**src/include/glop_cfg.svh**
```systemverilog
// register offsets, field positions, reset values and timing counts
// assumes a 100 MHz clk and word-indexed registers on Avalon-MM
//
// Function
// - input codes 4-7: long sleep/wake, sleep, power-on, watchdog reset
// - input codes 8,9 voltage scaling one/two; 10,11 hardware enables
// - input codes 12,13 hardware controls; 14,15 same, long debounce
// - output codes 0-3: level, 32.768kHz clock, on state, sleep state
// - output code 4 power-state change; codes 5-7 reserved, drive the inactive level
// - output 8,9 scaling done one/two; 10,11 external power enables
// - output 12-15: supply good, power good, 2MHz clock, aux reset
// - first indicator source bits 3:2: off, power, charger, manual; reset 11
// - second indicator source bits 1:0: same choices; reset 11
// - first indicator also shows non-volatile programming complete
// - second indicator also shows non-volatile programming error
// - second pin pull bits 14:13: none, down (reset), up, 11 reserved
// - edge bit 12 clear: rising if non-inverted, falling if inverted
// - edge bit 12 set: interrupt on both edges, polarity ignored
// - bit 11 second pin supply: 0 interface supply, 1 system supply
// - polarity bit 10: 0 active low, 1 active high; reset 1
`ifndef GLOP_CFG_SVH
`define GLOP_CFG_SVH

`define GLOP_PIN4_IDX    15'h781d
`define GLOP_PIN5_IDX    15'h781e
`define GLOP_STAT_IDX    15'h7820
`define GLOP_MASK_IDX    15'h7821
`define GLOP_LEVEL_IDX   15'h7822

`define GLOP_DIR         15
`define GLOP_PULL_HI     14
`define GLOP_PULL_LO     13
`define GLOP_EDGE        12
`define GLOP_DOM         11
`define GLOP_POL         10
`define GLOP_OD          9
`define GLOP_ENA         8
`define GLOP_FN_HI       7
`define GLOP_FN_LO       4
`define GLOP_SRC1_HI     3
`define GLOP_SRC1_LO     2
`define GLOP_SRC2_HI     1
`define GLOP_SRC2_LO     0

`define GLOP_PIN4_RST    16'ha40f
`define GLOP_PIN5_RST    16'ha400
`define GLOP_PIN5_MASK   16'hfc00

`define GLOP_CLK_MHZ     100
`define GLOP_SHORT_US    20
`define GLOP_LONG_US     5000
`define GLOP_SHORT_CYC   (`GLOP_SHORT_US * `GLOP_CLK_MHZ)
`define GLOP_LONG_CYC    (`GLOP_LONG_US * `GLOP_CLK_MHZ)

`endif

```
**src/include/glop_pkg.sv**
```systemverilog
// types shared by the pin configuration block
// assumes glop_cfg.svh for numeric constants
package glop_pkg;
    typedef enum logic [1:0] {
        GLOP_SRC_OFF, GLOP_SRC_PWR, GLOP_SRC_CHG, GLOP_SRC_MAN
    } glop_src_type;
    typedef enum logic [3:0] {
        GLOP_IN_GPIO_LONG, GLOP_IN_GPIO, GLOP_IN_PWR_ONOFF,
        GLOP_IN_SLEEP_WAKE, GLOP_IN_SLEEP_WAKE_LONG, GLOP_IN_SLEEP,
        GLOP_IN_PWR_ON, GLOP_IN_WDOG, GLOP_IN_VS1, GLOP_IN_VS2,
        GLOP_IN_HWEN1, GLOP_IN_HWEN2, GLOP_IN_HWC1, GLOP_IN_HWC2,
        GLOP_IN_HWC1_LONG, GLOP_IN_HWC2_LONG
    } glop_in_fn_type;
    typedef enum logic [3:0] {
        GLOP_OUT_LEVEL, GLOP_OUT_CLK32K, GLOP_OUT_ON, GLOP_OUT_SLEEP,
        GLOP_OUT_PSC, GLOP_OUT_RSV5, GLOP_OUT_RSV6, GLOP_OUT_RSV7,
        GLOP_OUT_VS1_DONE, GLOP_OUT_VS2_DONE, GLOP_OUT_EPE1,
        GLOP_OUT_EPE2, GLOP_OUT_SYS_GOOD, GLOP_OUT_CONVERTER_POWER_GOOD,
        GLOP_OUT_CLK2M, GLOP_OUT_AUX_RST
    } glop_out_fn_type;
endpackage

```
**src/logic/glop_top.sv**
```systemverilog
// pin function mux, indicator drivers, second pin config, Avalon slave
// assumes pins and programming status are asynchronous to clk
`timescale 1ns/1ns
`include "glop_cfg.svh"

module glop_top #(
    parameter int LONG_CYC = `GLOP_LONG_CYC
) (
    input  wire logic        clk,
    input  wire logic        reset_n,
    input  wire logic [16:0] address,
    input  wire logic        read,
    input  wire logic        write,
    input  wire logic [31:0] writedata,
    output logic [31:0]      readdata,
    output logic             waitrequest,
    output logic             irq,
    input  wire logic        pin4_in,
    output logic             pin4_out,
    output logic             pin4_oe,
    output logic             pin4_pull_up,
    output logic             pin4_pull_down,
    input  wire logic        pin5_in,
    output logic             pin5_pull_up,
    output logic             pin5_pull_down,
    output logic             pin5_supply_domain_sel,
    input  wire logic        clk32k,
    input  wire logic        clk2m,
    input  wire logic        on_state,
    input  wire logic        sleep_state,
    input  wire logic        power_state_change,
    input  wire logic        vs1_done,
    input  wire logic        vs2_done,
    input  wire logic        ext_power_enable1,
    input  wire logic        ext_power_enable2,
    input  wire logic        system_supply_good,
    input  wire logic        converter_power_good,
    input  wire logic        aux_reset,
    input  wire logic        power_state_status,
    input  wire logic        charger_status,
    input  wire logic        nv_prog_done,
    input  wire logic        nv_prog_error,
    output logic             gpio_in_level,
    output logic             power_onoff_req,
    output logic             sleep_wake_req,
    output logic             sleep_req,
    output logic             power_on_req,
    output logic             watchdog_reset,
    output logic             voltage_scaling_one,
    output logic             voltage_scaling_two,
    output logic             hw_enable1,
    output logic             hw_enable2,
    output logic             hw_control1,
    output logic             hw_control2,
    output logic             first_indicator,
    output logic             second_indicator
);

    localparam int SHORT_CYC = `GLOP_SHORT_CYC;

    // active-level view of a pin under its polarity bit
    function automatic logic apply_pol(input logic lvl, input logic pol);
        return lvl ^ ~pol;
    endfunction

    ////////////////////////////////////////////////////////////////////
    // registers
    logic [15:0] pin4_nv_control;
    logic [15:0] pin5_nv_control;
    logic [2:0]  irq_status;
    logic [2:0]  irq_mask;
    logic [2:0]  out_level;
    logic        ack;
    logic [14:0] idx;
    logic        wr_go;
    logic [2:0]  events;

    assign idx = address[16:2];
    assign wr_go = write & ack;

    // one wait cycle per access; keeps read data from a flop
    assign waitrequest = (read | write) & ~ack;

    always_ff @(posedge clk or negedge reset_n) begin
        if (!reset_n) begin
            ack <= 1'b0;
        end else begin
            ack <= (read | write) & ~ack;
        end
    end

    // read data captured as the answer cycle opens
    always_ff @(posedge clk or negedge reset_n) begin
        if (!reset_n) begin
            readdata <= 32'h0;
        end else if (read & ~ack) begin
            unique case (idx)
                `GLOP_PIN4_IDX:  readdata <= {16'h0, pin4_nv_control};
                `GLOP_PIN5_IDX:  readdata <= {16'h0, pin5_nv_control};
                `GLOP_STAT_IDX:  readdata <= {29'h0, irq_status};
                `GLOP_MASK_IDX:  readdata <= {29'h0, irq_mask};
                `GLOP_LEVEL_IDX: readdata <= {29'h0, out_level};
                default:         readdata <= 32'h0;
            endcase
        end
    end

    // configuration registers; unmapped writes are dropped
    always_ff @(posedge clk or negedge reset_n) begin
        if (!reset_n) begin
            pin4_nv_control <= `GLOP_PIN4_RST;
            pin5_nv_control <= `GLOP_PIN5_RST;
            irq_mask <= 3'h0;
            out_level <= 3'h0;
        end else if (wr_go) begin
            if (idx == `GLOP_PIN4_IDX) begin
                pin4_nv_control <= writedata[15:0];
            end
            if (idx == `GLOP_PIN5_IDX) begin
                pin5_nv_control <= writedata[15:0] & `GLOP_PIN5_MASK;
            end
            if (idx == `GLOP_MASK_IDX) begin
                irq_mask <= writedata[2:0];
            end
            if (idx == `GLOP_LEVEL_IDX) begin
                out_level <= writedata[2:0];
            end
        end
    end

    // sticky status, write one to clear; a new event beats the clear
    always_ff @(posedge clk or negedge reset_n) begin
        if (!reset_n) begin
            irq_status <= 3'h0;
        end else if (wr_go && idx == `GLOP_STAT_IDX) begin
            irq_status <= (irq_status & ~writedata[2:0]) | events;
        end else begin
            irq_status <= irq_status | events;
        end
    end

    assign irq = |(irq_status & irq_mask);

    ////////////////////////////////////////////////////////////////////
    // synchronisers
    logic [1:0] s4, s5, sdone, serr;
    logic       pin5_q;
    logic       done_q;
    logic       err_q;

    always_ff @(posedge clk or negedge reset_n) begin
        if (!reset_n) begin
            s4 <= 2'h0;
            s5 <= 2'h0;
            sdone <= 2'h0;
            serr <= 2'h0;
        end else begin
            s4 <= {s4[0], pin4_in};
            s5 <= {s5[0], pin5_in};
            sdone <= {sdone[0], nv_prog_done};
            serr <= {serr[0], nv_prog_error};
        end
    end

    ////////////////////////////////////////////////////////////////////
    // debounce: short and long filters on the first pin
    logic [19:0] short_cnt;
    logic [19:0] long_cnt;
    logic        short_lvl;
    logic        long_lvl;
    logic        raw4;

    assign raw4 = apply_pol(s4[1], pin4_nv_control[`GLOP_POL]);

    // a change must stand for the whole interval before it is taken
    always_ff @(posedge clk or negedge reset_n) begin
        if (!reset_n) begin
            short_cnt <= 20'h0;
            short_lvl <= 1'b0;
        end else if (raw4 == short_lvl) begin
            short_cnt <= 20'h0;
        end else if (short_cnt == 20'(SHORT_CYC - 1)) begin
            short_lvl <= raw4;
            short_cnt <= 20'h0;
        end else begin
            short_cnt <= short_cnt + 20'h1;
        end
    end

    // long interval filter, count is a parameter for short runs
    always_ff @(posedge clk or negedge reset_n) begin
        if (!reset_n) begin
            long_cnt <= 20'h0;
            long_lvl <= 1'b0;
        end else if (raw4 == long_lvl) begin
            long_cnt <= 20'h0;
        end else if (long_cnt == 20'(LONG_CYC - 1)) begin
            long_lvl <= raw4;
            long_cnt <= 20'h0;
        end else begin
            long_cnt <= long_cnt + 20'h1;
        end
    end

    ////////////////////////////////////////////////////////////////////
    // first pin input functions
    glop_pkg::glop_in_fn_type in_fn;
    logic in_mode;
    logic [11:0] next_req;

    assign in_fn = glop_pkg::glop_in_fn_type'(pin4_nv_control[7:4]);
    assign in_mode = pin4_nv_control[`GLOP_DIR] & pin4_nv_control[`GLOP_ENA];

    // request decode; only the selected function sees the pin
    always_comb begin
        next_req = 12'h0;
        if (in_mode) begin
            unique case (in_fn)
                glop_pkg::GLOP_IN_GPIO_LONG:       next_req[0] = long_lvl;
                glop_pkg::GLOP_IN_GPIO:            next_req[0] = short_lvl;
                glop_pkg::GLOP_IN_PWR_ONOFF:       next_req[1] = short_lvl;
                glop_pkg::GLOP_IN_SLEEP_WAKE:      next_req[2] = short_lvl;
                glop_pkg::GLOP_IN_SLEEP_WAKE_LONG: next_req[2] = long_lvl;
                glop_pkg::GLOP_IN_SLEEP:           next_req[3] = short_lvl;
                glop_pkg::GLOP_IN_PWR_ON:          next_req[4] = short_lvl;
                glop_pkg::GLOP_IN_WDOG:            next_req[5] = short_lvl;
                glop_pkg::GLOP_IN_VS1:             next_req[6] = short_lvl;
                glop_pkg::GLOP_IN_VS2:             next_req[7] = short_lvl;
                glop_pkg::GLOP_IN_HWEN1:           next_req[8] = short_lvl;
                glop_pkg::GLOP_IN_HWEN2:           next_req[9] = short_lvl;
                glop_pkg::GLOP_IN_HWC1:            next_req[10] = short_lvl;
                glop_pkg::GLOP_IN_HWC2:            next_req[11] = short_lvl;
                glop_pkg::GLOP_IN_HWC1_LONG:       next_req[10] = long_lvl;
                glop_pkg::GLOP_IN_HWC2_LONG:       next_req[11] = long_lvl;
            endcase
        end
    end

    always_ff @(posedge clk or negedge reset_n) begin
        if (!reset_n) begin
            {hw_control2, hw_control1, hw_enable2, hw_enable1,
             voltage_scaling_two, voltage_scaling_one, watchdog_reset,
             power_on_req, sleep_req, sleep_wake_req, power_onoff_req,
             gpio_in_level} <= 12'h0;
        end else begin
            {hw_control2, hw_control1, hw_enable2, hw_enable1,
             voltage_scaling_two, voltage_scaling_one, watchdog_reset,
             power_on_req, sleep_req, sleep_wake_req, power_onoff_req,
             gpio_in_level} <= next_req[11:0];
        end
    end

    ////////////////////////////////////////////////////////////////////
    // first pin output functions; clocks pass unsynchronised by nature
    glop_pkg::glop_out_fn_type out_fn;
    logic next_out;

    assign out_fn = glop_pkg::glop_out_fn_type'(pin4_nv_control[7:4]);

    always_comb begin
        next_out = 1'b0;
        unique case (out_fn)
            glop_pkg::GLOP_OUT_LEVEL:    next_out = out_level[0];
            glop_pkg::GLOP_OUT_CLK32K:   next_out = clk32k;
            glop_pkg::GLOP_OUT_ON:       next_out = on_state;
            glop_pkg::GLOP_OUT_SLEEP:    next_out = sleep_state;
            glop_pkg::GLOP_OUT_PSC:      next_out = power_state_change;
            glop_pkg::GLOP_OUT_RSV5,
            glop_pkg::GLOP_OUT_RSV6,
            glop_pkg::GLOP_OUT_RSV7:     next_out = 1'b0;
            glop_pkg::GLOP_OUT_VS1_DONE: next_out = vs1_done;
            glop_pkg::GLOP_OUT_VS2_DONE: next_out = vs2_done;
            glop_pkg::GLOP_OUT_EPE1:     next_out = ext_power_enable1;
            glop_pkg::GLOP_OUT_EPE2:     next_out = ext_power_enable2;
            glop_pkg::GLOP_OUT_SYS_GOOD: next_out = system_supply_good;
            glop_pkg::GLOP_OUT_CONVERTER_POWER_GOOD: next_out = converter_power_good;
            glop_pkg::GLOP_OUT_CLK2M:    next_out = clk2m;
            glop_pkg::GLOP_OUT_AUX_RST:  next_out = aux_reset;
        endcase
    end

    // open drain drives only the low level
    logic drive_lvl;
    assign drive_lvl = apply_pol(next_out, pin4_nv_control[`GLOP_POL]);

    always_ff @(posedge clk or negedge reset_n) begin
        if (!reset_n) begin
            pin4_out <= 1'b0;
            pin4_oe <= 1'b0;
        end else begin
            pin4_out <= drive_lvl;
            pin4_oe <= ~pin4_nv_control[`GLOP_DIR]
                     & pin4_nv_control[`GLOP_ENA]
                     & ~(pin4_nv_control[`GLOP_OD] & drive_lvl);
        end
    end

    assign pin4_pull_down = ~pin4_nv_control[14] & pin4_nv_control[13];
    assign pin4_pull_up = pin4_nv_control[14] & ~pin4_nv_control[13];

    ////////////////////////////////////////////////////////////////////
    // indicators; programming status overrides any source
    glop_pkg::glop_src_type src1, src2;
    logic sel1, sel2;

    assign src1 = glop_pkg::glop_src_type'(pin4_nv_control[3:2]);
    assign src2 = glop_pkg::glop_src_type'(pin4_nv_control[1:0]);

    always_comb begin
        sel1 = 1'b0;
        sel2 = 1'b0;
        unique case (src1)
            glop_pkg::GLOP_SRC_OFF: sel1 = 1'b0;
            glop_pkg::GLOP_SRC_PWR: sel1 = power_state_status;
            glop_pkg::GLOP_SRC_CHG: sel1 = charger_status;
            glop_pkg::GLOP_SRC_MAN: sel1 = out_level[1];
        endcase
        unique case (src2)
            glop_pkg::GLOP_SRC_OFF: sel2 = 1'b0;
            glop_pkg::GLOP_SRC_PWR: sel2 = power_state_status;
            glop_pkg::GLOP_SRC_CHG: sel2 = charger_status;
            glop_pkg::GLOP_SRC_MAN: sel2 = out_level[2];
        endcase
    end

    always_ff @(posedge clk or negedge reset_n) begin
        if (!reset_n) begin
            first_indicator <= 1'b0;
            second_indicator <= 1'b0;
        end else begin
            first_indicator <= sel1 | sdone[1];
            second_indicator <= sel2 | serr[1];
        end
    end

    ////////////////////////////////////////////////////////////////////
    // second pin: pull, supply domain, edge interrupt
    logic act5, act5_q, rise5, fall5;

    assign pin5_pull_down = ~pin5_nv_control[14] & pin5_nv_control[13];
    assign pin5_pull_up = pin5_nv_control[14] & ~pin5_nv_control[13];
    assign pin5_supply_domain_sel = pin5_nv_control[`GLOP_DOM];

    always_ff @(posedge clk or negedge reset_n) begin
        if (!reset_n) begin
            pin5_q <= 1'b0;
            done_q <= 1'b0;
            err_q <= 1'b0;
        end else begin
            pin5_q <= s5[1];
            done_q <= sdone[1];
            err_q <= serr[1];
        end
    end

    assign rise5 = s5[1] & ~pin5_q;
    assign fall5 = ~s5[1] & pin5_q;
    assign act5 = pin5_nv_control[`GLOP_POL] ? rise5 : fall5;
    assign act5_q = rise5 | fall5;
    assign events[0] = pin5_nv_control[`GLOP_EDGE] ? act5_q : act5;
    assign events[1] = sdone[1] & ~done_q;
    assign events[2] = serr[1] & ~err_q;
endmodule

```
**config.mk**
```make
export PLATFORM = sky130hd
export DESIGN_NAME = glop_top
export DESIGN_NICKNAME = d
export VERILOG_FILES = /design/src/include/glop_pkg.sv /design/src/logic/glop_top.sv
export VERILOG_INCLUDE_DIRS = /design/src /design/src/include
export SDC_FILE = /design/constraint.sdc
export NUM_CORES = 1
export LEC_CHECK = 0
export BUFFER_PORTS_ARGS = -buffer_cell sky130_fd_sc_hd__buf_4
export CAP_MARGIN = 30
export CORE_ASPECT_RATIO = 0.8
export CORE_MARGIN = 2
export CORE_UTILIZATION = 50
export CTS_BUF_LIST = sky130_fd_sc_hd__clkbuf_4 sky130_fd_sc_hd__clkbuf_8
export DETAILED_ROUTE_END_ITERATION = 10
export GPL_TIMING_DRIVEN = 1
export PLACE_DENSITY = 0.81
export SETUP_SLACK_MARGIN = 0.5
export SYNTH_ARGS = -nofsm -noshare
export SYNTH_HDL_FRONTEND = slang
export SYNTH_SLANG_ARGS = --single-unit
```
**constraint.sdc**
```tcl
create_clock -name clk -period 1.9 [get_ports clk]
set_input_delay 0.38 -clock clk [delete_from_list [all_inputs] [get_ports clk]]
set_output_delay 0.38 -clock clk [all_outputs]
set_load 0.05 [all_outputs]
```
# Yosys cells after proc, flatten, opt, wreduce, memory -nomap -nowiden
# Index checks and enable logic that the tools add are counted.
[word_totals] input_bits=71 register_bits=133 output_inout_bits=55 wordCells=142
[classes] eq_ne=30 mux=24 reduce_logical=12 n_addsub=2 n_bitwise=40
[op_table] op="two-way mux 20 bit" n=4
[op_table] op="case mux 16 bit (5 select lines)" n=1
[op_table] op="equality test 15 bit, second input constant" n=5
[op_table] op="adder 20 x 1 -> 20 bit, second input constant" n=2
[op_table] op="equality test 4 bit, second input constant" n=8
[op_table] op="equality test 20 x 11 -> 1 bit, second input constant" n=1
[op_table] op="equality test 20 x 19 -> 1 bit, second input constant" n=1
[op_table] op="equality test 4 x 3 -> 1 bit, second input constant" n=4
[op_table] op="bitwise AND 1 bit" n=15
[op_table] op="NOT 1 bit" n=14
[op_table] op="case mux 1 bit (14 select lines)" n=1
[op_table] op="two-way mux 12 bit" n=1
[op_table] op="AND reduction 2 bit" n=6
[op_table] op="two-way mux 1 bit" n=10
[op_table] op="equality test 2 bit, second input constant" n=4
[op_table] op="equality test 4 x 2 -> 1 bit, second input constant" n=2
[op_table] op="case mux 1 bit (2 select lines)" n=4
[op_table] op="case mux 1 bit (4 select lines)" n=2
[op_table] op="bitwise AND 3 bit" n=2
[op_table] op="bitwise OR 3 bit" n=2
[op_table] op="OR reduction 3 bit" n=2
[op_table] op="equality test 2 x 1 -> 1 bit, second input constant" n=2
[op_table] op="equality test 4 x 1 -> 1 bit, second input constant" n=1
[op_table] op="zero test 2 bit" n=2
[op_table] op="other kinds (7)" n=12

# Depth between registers and ports, before layout
# Gate-level depths: netlist of run 1.
[logic_depth] ltp_word=7 depth_mapped=7 depth_no_buf=6

# Worst setup path before layout of run 1
# OpenSTA, ideal clock, no wires.
[synth_timing] kind="input to register" from="input address[9]" to="register pin4_nv_control[11]" setup_slack_ps=-343 setup_ps=125 path_stages=6 required_ps=1775 arrival_time_ps=2119 n_path_buf=2 cell_sequence="or3_1 -> or4_1 -> buf_2 -> nor3_4 -> buf_6 -> mux2_2"
[synth_between] elab_chain_cells=2
[synth_rtl] item="from (decl)" line="glop_top.sv:11" source="input wire logic [16:0] address,"
[synth_rtl] item="equality test 15 bit"
[synth_rtl] item="AND reduction 2 bit (no line)"
[synth_rtl] item="to (signal assigned)" line="glop_top.sv:111" source="pin4_nv_control <= `GLOP_PIN4_RST;"
[synth_rtl] item="to (signal assigned)" line="glop_top.sv:117" source="pin4_nv_control <= writedata[15:0];"
[synth_rtl] item="to (decl)" line="glop_top.sv:68" source="logic [15:0] pin4_nv_control;"
# Every way passes these cells.
# A chain may end at the register's enable or synchronous reset.

# Worst setup path after layout of run 1
[layout_timing] from="input address[9]" to="register pin4_nv_control[14]"
# The elaborated chain is that of the path after synthesis.

==> reports/results.txt, run 1 <==
Cells after Synth: 509
TritonCTS Buffers: 17
CP dominant cell by count: buf_6
Final-report setup violation count: 6
FMAX: 519 MHz
RSZ-0062 raised after global routing: yes
Skew-Pair Late Insertion Delay: 0.45 ns
TNS Setup: -0.0575 ns
Initial Utilization: 51.9%
Mux cell area share after synthesis: 7.79%
IO Count: 126
CTS root buf: clkbuf_8
CTS tree: built
Final WL: 18600 um
Layout cells sized above 1: 54.0%
Vias in the first global route: 4934
R2r endpoint: short_cnt[7]
Area fraction of the dominant cell type after synthesis: 49.8%
Cell with the most instances after synthesis: dfrtp_1
Critical hold path startpoint: nv_prog_done
Synth top area cells: dfrtp_1, dfstp_2, mux2_2, nor2_1, nand2_1
Slew at the pin closest to its max-slew limit: 1.14 ns
Initial antenna violation count: 0
Pre-antenna DRT Iters: 5
Max-slew headroom: 24.2%
Placed Area: 6390 um2
Startpoint Class: primary input
Final Hold Viols: 0
Synth Area in Adders: 0.930%
Crit end category: flop
Clock sink count: 117
Post-route DRC: 0
Grt total ovfl: 0
GPL Wtd Cong: 0.836
Yosys cell types: 47
Routed Antenna Nets: 0
Max-cap violations: 0
Reg2reg start: short_cnt[13]
Routed wire per std cell: 22.0 um
Worst Path Required: 2.22 ns
Number of fill cells: 525
DR vias/cell: 5.92
Cell count of the worst reg-to-reg path: 4
Status: complete, but fails checks
Worst Hold End: sdone[0]
Fin nets: 767
Xor and xnor area share after synthesis: 6.51%
Post-synth EDFFs: 0
Die area: 11600 um2
Seq/Total Area, Yosys: 54.7%
Post-synthesis simple-gate area fraction: 19.4%
Hold Crit Class: primary input to flop
Die Width: 120 um
Hpwl dp: 8580 um
Cell row count: 33
Place WS: -0.431 ns
Largest net degree at the start of global routing: 39
Worst path slowest cell: or4_4
Post-Route Skew: 0.0141 ns
Gr usage total: 27.6%
Power Dens Cells: 645 nW/um2
Setup ws final: -0.0254 ns
Yosys top cell by area: dfrtp_1
FF-to-FF setup slack: 0.09 ns
Critical path class: primary input to flop
Critical path arrival: 2.25 ns
Min cycle time layout: 1.93 ns
Multi-input gate area: 3090 um2
Area grow syn2layout: 54.6%
Peak fanout along the critical path: 6
Design Area, Final: 8320 um2
Post-Synthesis Cell Area: 5380 um2
Synthesized flop and latch total: 117
Final Max Tran Viols: 0
Register Area: 2950 um2
Synthesized area per cell: 10.6 um2
Period utilisation layout: 101%
Clk slew on worst S/H paths: 0.07 ns
Vias: 5005
Largest family of logic cells by synthesized area: simple AND/OR/NAND/NOR gates
Violated checks: negative setup slack
Top_reg_cell synth: dfrtp_1
CP Cell Sequence: buf_6 > or3_1 > or4_4 > buf_8 > nor3_4 > buf_6 > buf_12 > mux2_4
Global-route wire length before repair: 24800 um
Fraction of registers with async set/reset: 100%
Htree depth: 4
Lkg Pwr: 3.87 nW
Largest stage delay on the critical path: 0.45 ns
Ant. Diodes: 0
Compound-Gate Fraction of Synth Area: 5.61%
I/O Buffers: 91
Iter 0 DRT Violations: 468
Die Y: 96.8 um
Maximum VDD drop: 0.000553 V
Cell depth of the worst hold path: 1
Core area: 10400 um2
Longest Clk Path Bufs: 2
Synth top cells by count: dfrtp_1, nor2_1, nand2_1
Warnings, synthesis: 0
## flip-flops by register name, indices dropped and copies added, names as in the netlist, 3 cells and up
signal and cells:
pin4_nv_control 16, pin5_nv_control 6, irq_status 3, out_level 3, readdata 16, long_cnt 20, short_cnt 20, irq_mask 3
## critical path, delay by kind of cell
| family | cells | cell delay, ns |
|---|---|---|
| and+or+nand+nor | 3 | 1.00 |
| buffers and inverters | 4 | 0.54 |
| muxes | 1 | 0.32 |
## cell usage in the layout, fill, tap and decap left out, types with 5 or more instances in the layout
cell type  synthesis  routed
o21ai_0           20       7
nand4_1            9       9
or2_4              0       8
dfstp_2           10      10
mux2i_1            7       6
nor3_1            12       5
nor2_2             0      18
clkbuf_8           0      21
nor3_4             1       8
o21ai_2            0      10
nor2b_1           10       5
buf_4             17     115
nand2_2            0       5
nor2_4             0      12
mux2_4             6      29
nand3_1           30      12
conb_1             1      16
xnor2_1           20      17
dfrtp_2            0      10
buf_12             0       5
and3_1             9       8
a22oi_2            0       9
xor2_1            20      17
nand2_1           50      43
inv_1             16      16
dfrtp_1          107      97
nand3_2            0      14
clkinv_2           0       5
nor2_1            65      35
buf_6              2      51
## through the flow
step	hold WS, ns	util (%)	power, mW	cells
2_1_floorplan	0.0844	-	2.79	524
3_3_place_gp	0.337	61.7	2.94	739
3_5_place_dp	0.341	61.7	2.95	739
4_1_cts	0.0265	74.0	5.28	820
5_1_grt	0.0239	80.3	5.52	845
6_report	0.0445	80.3	5.36	845
## power by group
part	leakage [nW]	internal (mW)	switching (mW)
sequential	1.52	2.52	0.0227
combinational	2.14	0.161	0.294
clock	0.208	1.32	1.04
## worst max path at each step
stage / endpoint / slack [ns] / start
after detailed placement: pin5_nv_control[14] / -0.43 / address[9]
after floorplan: pin5_nv_control[11] / -0.30 / address[9]
after global placement: irq_mask[0] / -0.40 / address[9]
after CTS: irq / 0.02 / irq_mask[0]
after global routing: irq / -0.05 / irq_mask[0]
final: pin4_nv_control[14] / -0.03 / address[9]
## final cells by class
| cell class | count | share of cell area, % |
|---|---|---|
| well taps | 140 | 2.11 |
| clock buffers | 23 | 3.66 |
| clock inverters | 9 | 1.20 |
| flip-flops and latches | 117 | 35.5 |
| inverters | 16 | 0.722 |
| repair buffers | 177 | 19.7 |
| multi-input cells | 363 | 37.2 |
## layer usage
layer | up-vias | wire (um) | GRT usage, %
met3 | 95 | 1410 | 8.20
met5 | - | 0 | 0
met4 | 0 | 1070 | 13.4
li1 | 2087 | - | -
met1 | 2487 | 6740 | 34.1
met2 | 336 | 9370 | 44.4
## logic make-up after synthesis
group,after synthesis
AND/OR/NAND/NOR,213
flip-flops,117
buffers and inverters,51
AO/OA/AOI/OAI,47
XOR/XNOR,40
multiplexers,36
adder cells (fa/ha/maj),4
other,1
## timing repair
action                                 in CTS  in global routing
gates resized for setup                   139                106
endpoints found under the hold margin      25                  0
pin swaps                                  58                 39
gates cloned                                9                  0
hold buffers                                1                  0
buffers inserted                           39                 25
setup endpoints to repair                 116                122
No activity file was read; power rests on OpenSTA's default activity.
==> inputs of run 2 (changes only) <==
CORE_ASPECT_RATIO = 0.9   (was 0.8)
MAX_ROUTING_LAYER = met4   (was unset)
SKIP_CTS_REPAIR_TIMING = 1   (was unset)
==> run 2 against run 1 <==
The flow still finishes with violations (negative setup slack). Via count shrank 7.2%. Total power decreased by 4.9%. Sequential cell count unchanged. First-iteration DRC count is 18% lower. Maximum frequency shrank 2.7%. Clock skew fell by 0.0016 ns. Sequential power barely moved. Non-clock buffer count is 30 lower. Global-route usage is 6.1 points lower. Critical path depth decreased by 5. Wire length shrank 13%. Critical endpoint is now irq.
==> reports/results.txt, run 2 (synthesis gave the netlist of run 1 again) <==
Status: complete, but fails checks
Violated checks: negative setup slack
Multi-input gate area: 2880 um2 (-6.8%)
Fin nets: 737 (-3.9%)
IO Count: 126 (unchanged)
Area grow syn2layout: 44.5%
Biggest regs: long_cnt x20, short_cnt x20
Reg2reg start: short_cnt[15]
CP Cell Sequence: a222oi_1 > inv_1 > buf_6
Commonest non-fill, non-tap cells in the layout: dfrtp_1, buf_4, nand2_1, buf_6, nor2_1
TritonCTS Buffers: 17 (unchanged)
Largest stage delay on the critical path: 0.44 ns (about the same)
Cell count of the worst reg-to-reg path: 4 (unchanged)
Maximum VDD drop: 0.000794 V (+44%)
Ant. Diodes: 0 (unchanged)
Buf+Inv Stages, Crit Path: 2 (-2)
Longest Clk Path Bufs: 2 (unchanged)
Period utilisation layout: 104% (+2.8 points)
Placed Area: 6370 um2 (-0.33%)
Final Max Tran Viols: 0 (unchanged)
Setup ws final: -0.0783 ns (-0.0529 ns)
Post-Route Skew: 0.0126 ns (-0.00155 ns)
Register Area: 2950 um2 (about the same)
Power Dens Cells: 656 nW/um2 (+1.8%)
Routed Antenna Nets: 0 (unchanged)
Critical hold path startpoint: nv_prog_error
Gr usage total: 21.6% (-6.1 points)
Initial Utilization: 51.8% (-0.075 points)
Fin Hold WS: 0.0481 ns (+0.00362 ns)
Final-report setup violation count: 13 (+7)
Min cycle time layout: 1.98 ns (+0.0529 ns)
Design Area, Final: 7770 um2 (-6.6%)
R2r endpoint: short_cnt[8]
CTS root buf: clkbuf_8
Final design utilization: 74.9% (-5.4 points)
CTS tree: built
TNS Setup: -0.266 ns (-0.208 ns)
Worst path slowest cell: a222oi_1
Die Width: 113 um (-5.5%)
Startpoint Class: flop
I/O Buffers: 91 (unchanged)
Largest net degree at the start of global routing: 40 (+2.6%)
Layout cells sized above 1: 48.2% (-5.8 points)
Commonest non-fill, non-tap cell in the layout: dfrtp_1
Hold Crit Class: primary input to flop
DR vias/cell: 5.80 (-2.1%)
Worst Path Required: 1.52 ns (-0.70 ns)
Crit end category: output pin
Critical path arrival: 1.60 ns (-0.65 ns)
Clock sink count: 117 (unchanged)
Cell row count: 35 (+6.1%)
Max-cap violations: 0 (unchanged)
GPL Wtd Cong: 0.827 (-1.0%)
Slew at the pin closest to its max-slew limit: 0.876 ns (-0.259 ns)
Die Y: 102 um (+5.8%)
Max-slew headroom: 41.5% (+17 points)
Peak fanout along the critical path: 3 (-3)
Grt total ovfl: 0 (unchanged)
FF-to-FF setup slack: 0.18 ns (+0.09 ns)
Skew-Pair Late Insertion Delay: 0.45 ns (about the same)
Final Hold Viols: 0 (unchanged)
Clk slew on worst S/H paths: 0.07 ns (about the same)
RSZ-0062 raised after global routing: yes
Core area: 10400 um2 (+0.14%)
Lkg Pwr: 3.67 nW (-5.2%)
Critical path class: flop to output pin
Critical path's top delay family: compound AO/OA/AOI/OAI gates
Htree depth: 4 (unchanged)
Hpwl dp: 8300 um (-3.2%)
Routed wire per std cell: 20.2 um (-8.1%)
Post-route DRC: 0 (unchanged)
Cell depth of the worst hold path: 1 (unchanged)
Initial antenna violation count: 0 (unchanged)
Pre-antenna DRT Iters: 5 (unchanged)
Number of fill cells: 607 (+16%)
FMAX: 505 MHz (-2.7%)
Vias: 4647 (-7.2%)
Vias in the first global route: 4066 (-18%)
Die area: 11600 um2 (about the same)
Worst Hold End: serr[0]
Iter 0 DRT Violations: 384 (-18%)
Final WL: 16200 um (-13%)
Global-route wire length before repair: 18900 um (-24%)
run 2: cell count changes in the layout (fill, tap and decap cells not counted), sizes merged:
cell          delta
buf             -32
clkinvlp         -2
bufinv           -1
clkbuf           +1
dlymetal6s2s     +1
run 2: how the worst max path moves through the flow:
| stage | startpoint | end | slack [ns] | cells after the start |
|---|---|---|---|---|
| global placement | address[9] | pin5_nv_control[14] | -0.39 | 5 |
| detailed placement | address[9] | pin5_nv_control[12] | -0.43 | 5 |
| CTS | irq_status[0] | irq | -0.01 | 3 |
| global route | irq_status[2] | irq | -0.12 | 3 |
| finish | irq_mask[0] | irq | -0.08 | 3 |
| floorplan | address[9] | pin5_nv_control[11] | -0.30 | 6 |
run 2: per-layer routing:
metal	up-vias	global-route usage, %	part of all wire, %
li1	2034	-	-
met1	2297	27.0	39
met2	253	33.4	51
met3	63	5.87	6.9
met4	0	9.19	3.5
met5	-	-	0
run 2: layout make-up:
class	instances	share of cell area [%]
Inverter	16	0.773
Clock buffer	23	3.75
Sequential cell	117	38.0
Multi-Input combinational cell	363	37.1
Timing Repair Buffer	147	17.6
Clock inverter	6	0.709
Tap cell	129	2.08
run 2: power by group:
group | internal [mW] | leakage, nW | switching [mW]
clock | 1.13 | 0.189 | 0.996
combinational | 0.160 | 1.95 | 0.274
sequential | 2.52 | 1.53 | 0.0243
run 2: metrics by stage:
step,total power [mW],cells,worst slack [ns]
floorplan,2.79,524,-0.304
global placement,2.94,727,-0.388
detailed placement,2.95,727,-0.433
CTS,4.99,756,-0.0129
global route,5.26,801,-0.118
finish,5.10,801,-0.0783
==> inputs of run 3 (changes only) <==
CORE_MARGIN = 4   (was 2)
==> run 3 against run 2 <==
Highest routed layer unchanged. Design area grew 2.4%. Sequential share of layout area shrank 0.81 points. Clock skew grew 0.0045 ns. Global-route usage shrank 0.84 points. Non-clock buffer count grew 2. Wire length shrank 2.2%. Worst hold slack gained 0.0032 ns. Critical path depth is the same. The flow still finishes with violations (negative setup slack). Register-to-register slack gained 0.03 ns. Core utilization grew 1.8 points. Cell count grew 0.62%.
==> reports/results.txt, run 3 (synthesis gave the netlist of run 1 again) <==
Status: complete, but fails checks
Violated checks: negative setup slack
Post-Route Skew: 0.0170 ns (+0.00449 ns)
Grt total ovfl: 0 (unchanged)
DR vias/cell: 5.70 (-1.7%)
Setup ws final: -0.100 ns (-0.0220 ns)
Critical path class: flop to output pin
Hold Crit Class: primary input to flop
Die Width: 117 um (+3.5%)
Biggest regs: long_cnt x20, short_cnt x20
FF-to-FF setup slack: 0.21 ns (+0.03 ns)
Die area: 12500 um2 (+7.6%)
Skew-Pair Late Insertion Delay: 0.44 ns (about the same)
CTS root buf: clkbuf_8
Final WL: 15800 um (-2.2%)
Layout cells sized above 1: 51.3% (+3.0 points)
Final Max Tran Viols: 0 (unchanged)
FMAX: 500 MHz (-1.1%)
Worst setup endpoint: irq
Min cycle time layout: 2.00 ns (+0.0220 ns)
Longest Clk Path Bufs: 2 (unchanged)
Cell row count: 35 (unchanged)
Reg2reg start: short_cnt[15]
Area grow syn2layout: 47.9%
Global-route wire length before repair: 20500 um (+8.5%)
Maximum VDD drop: 0.000608 V (-23%)
TritonCTS Buffers: 17 (unchanged)
Max-cap violations: 0 (unchanged)
Initial Utilization: 51.8% (unchanged)
Core area: 10400 um2 (unchanged)
GPL Wtd Cong: 0.884 (+6.9%)
Htree depth: 4 (unchanged)
Routed Antenna Nets: 0 (unchanged)
Place WS: -0.420 ns (+0.0123 ns)
CTS tree: built
Number of fill cells: 597 (-1.6%)
Lkg Pwr: 3.66 nW (-0.14%)
Die Y: 106 um (+3.9%)
Post-route DRC: 0 (unchanged)
Final-report setup violation count: 1 (-12)
Placed cell count: 726 (-0.14%)
Design Area, Final: 7960 um2 (+2.4%)
Period utilisation layout: 105% (+1.2 points)
Startpoint Class: flop
Commonest non-fill, non-tap cells in the layout: buf_4, dfrtp_1, nand2_1, buf_6
Largest net degree at the start of global routing: 36 (-10%)
Peak fanout along the critical path: 3 (unchanged)
Multi-input gate area: 2970 um2 (+3.1%)
I/O Buffers: 91 (unchanged)
Worst Path Required: 1.52 ns (about the same)
Iter 0 DRT Violations: 430 (+12%)
Vias: 4597 (-1.1%)
Placed Area: 6360 um2 (-0.12%)
Gr usage total: 20.7% (-0.84 points)
Total Power: 5.62 mW (+10%)
Vias in the first global route: 4206 (+3.4%)
IO Count: 126 (unchanged)
Critical path arrival: 1.62 ns (+0.02 ns)
Hpwl dp: 8630 um (+3.9%)
Max-slew headroom: 38.6% (-2.9 points)
Clock sink count: 117 (unchanged)
Cell count of the worst reg-to-reg path: 3 (-1)
Slew at the pin closest to its max-slew limit: 0.920 ns (+0.0433 ns)
Commonest non-fill, non-tap cell in the layout: buf_4
Crit end category: output pin
Final Hold Viols: 0 (unchanged)
Clk slew on worst S/H paths: 0.08 ns (about the same)
Ant. Diodes: 0 (unchanged)
Power Dens Cells: 707 nW/um2 (+7.7%)
Routed wire per std cell: 19.7 um (-2.8%)
Non-Filler Instances: 806 (+0.62%)
RSZ-0062 raised after global routing: yes
Register Area: 2960 um2 (+0.21%)
Crit. Startpoint: irq_status[0]
Fin Hold WS: 0.0513 ns (+0.00319 ns)
Fin nets: 739 (+0.27%)
Pre-antenna DRT Iters: 5 (unchanged)
R2r endpoint: short_lvl
Initial antenna violation count: 0 (unchanged)
run 3: how the worst min path moves through the flow:
stage / start / endpoint / slack [ns] / depth (start not counted)
2_1_floorplan: reset_n / ack / 0.08 / 0
3_3_place_gp: reset_n / long_cnt[11] / 0.31 / 1
3_5_place_dp: reset_n / long_cnt[10] / 0.31 / 1
4_1_cts: reset_n / readdata[13] / -0.15 / 1
5_1_grt: pin5_in / s5[0] / 0.03 / 1
6_report: pin5_in / s5[0] / 0.05 / 1
run 3: report_power, final:
| group | internal [mW] | switching, mW |
|---|---|---|
| sequential | 2.52 | 0.0279 |
| clock | 1.65 | 0.992 |
| combinational | 0.162 | 0.274 |
| total | 4.33 | 1.29 |
run 3: area by class of cell:
cell class | count | share of cell area, %
Timing Repair Buffer | 149 | 17.0
Inverter | 16 | 0.755
Tap cell | 129 | 2.03
Clock buffer | 21 | 3.48
Sequential cell | 117 | 37.2
Multi-Input combinational cell | 363 | 37.3
Clock inverter | 11 | 2.26
run 3: worst max-delay path, cell delays in order, from the launching register on:
cell      delay (ns)
dfrtp_1         0.42
a222oi_1        0.44
inv_1           0.13
buf_6           0.18
run 3: metal layers:
layer	part of all wire [%]	vias to the layer above	global-route usage (%)	wire, um
met1	38	2299	25.8	6060
met2	53	219	33.5	8410
li1	-	2030	-	-
met3	5.8	49	6.22	919
met5	0	-	-	0
met4	2.9	0	5.44	456
run 3: per-stage QoR:
| step | utilization [%] | TNS [ns] |
|---|---|---|
| after floorplan | - | -6.82 |
| after global placement | 61.3 | -12.11 |
| after detailed placement | 61.3 | -14.11 |
| after CTS | 65.7 | -0.0495 |
| after global routing | 76.7 | -0.0990 |
| final | 76.7 | -0.100 |
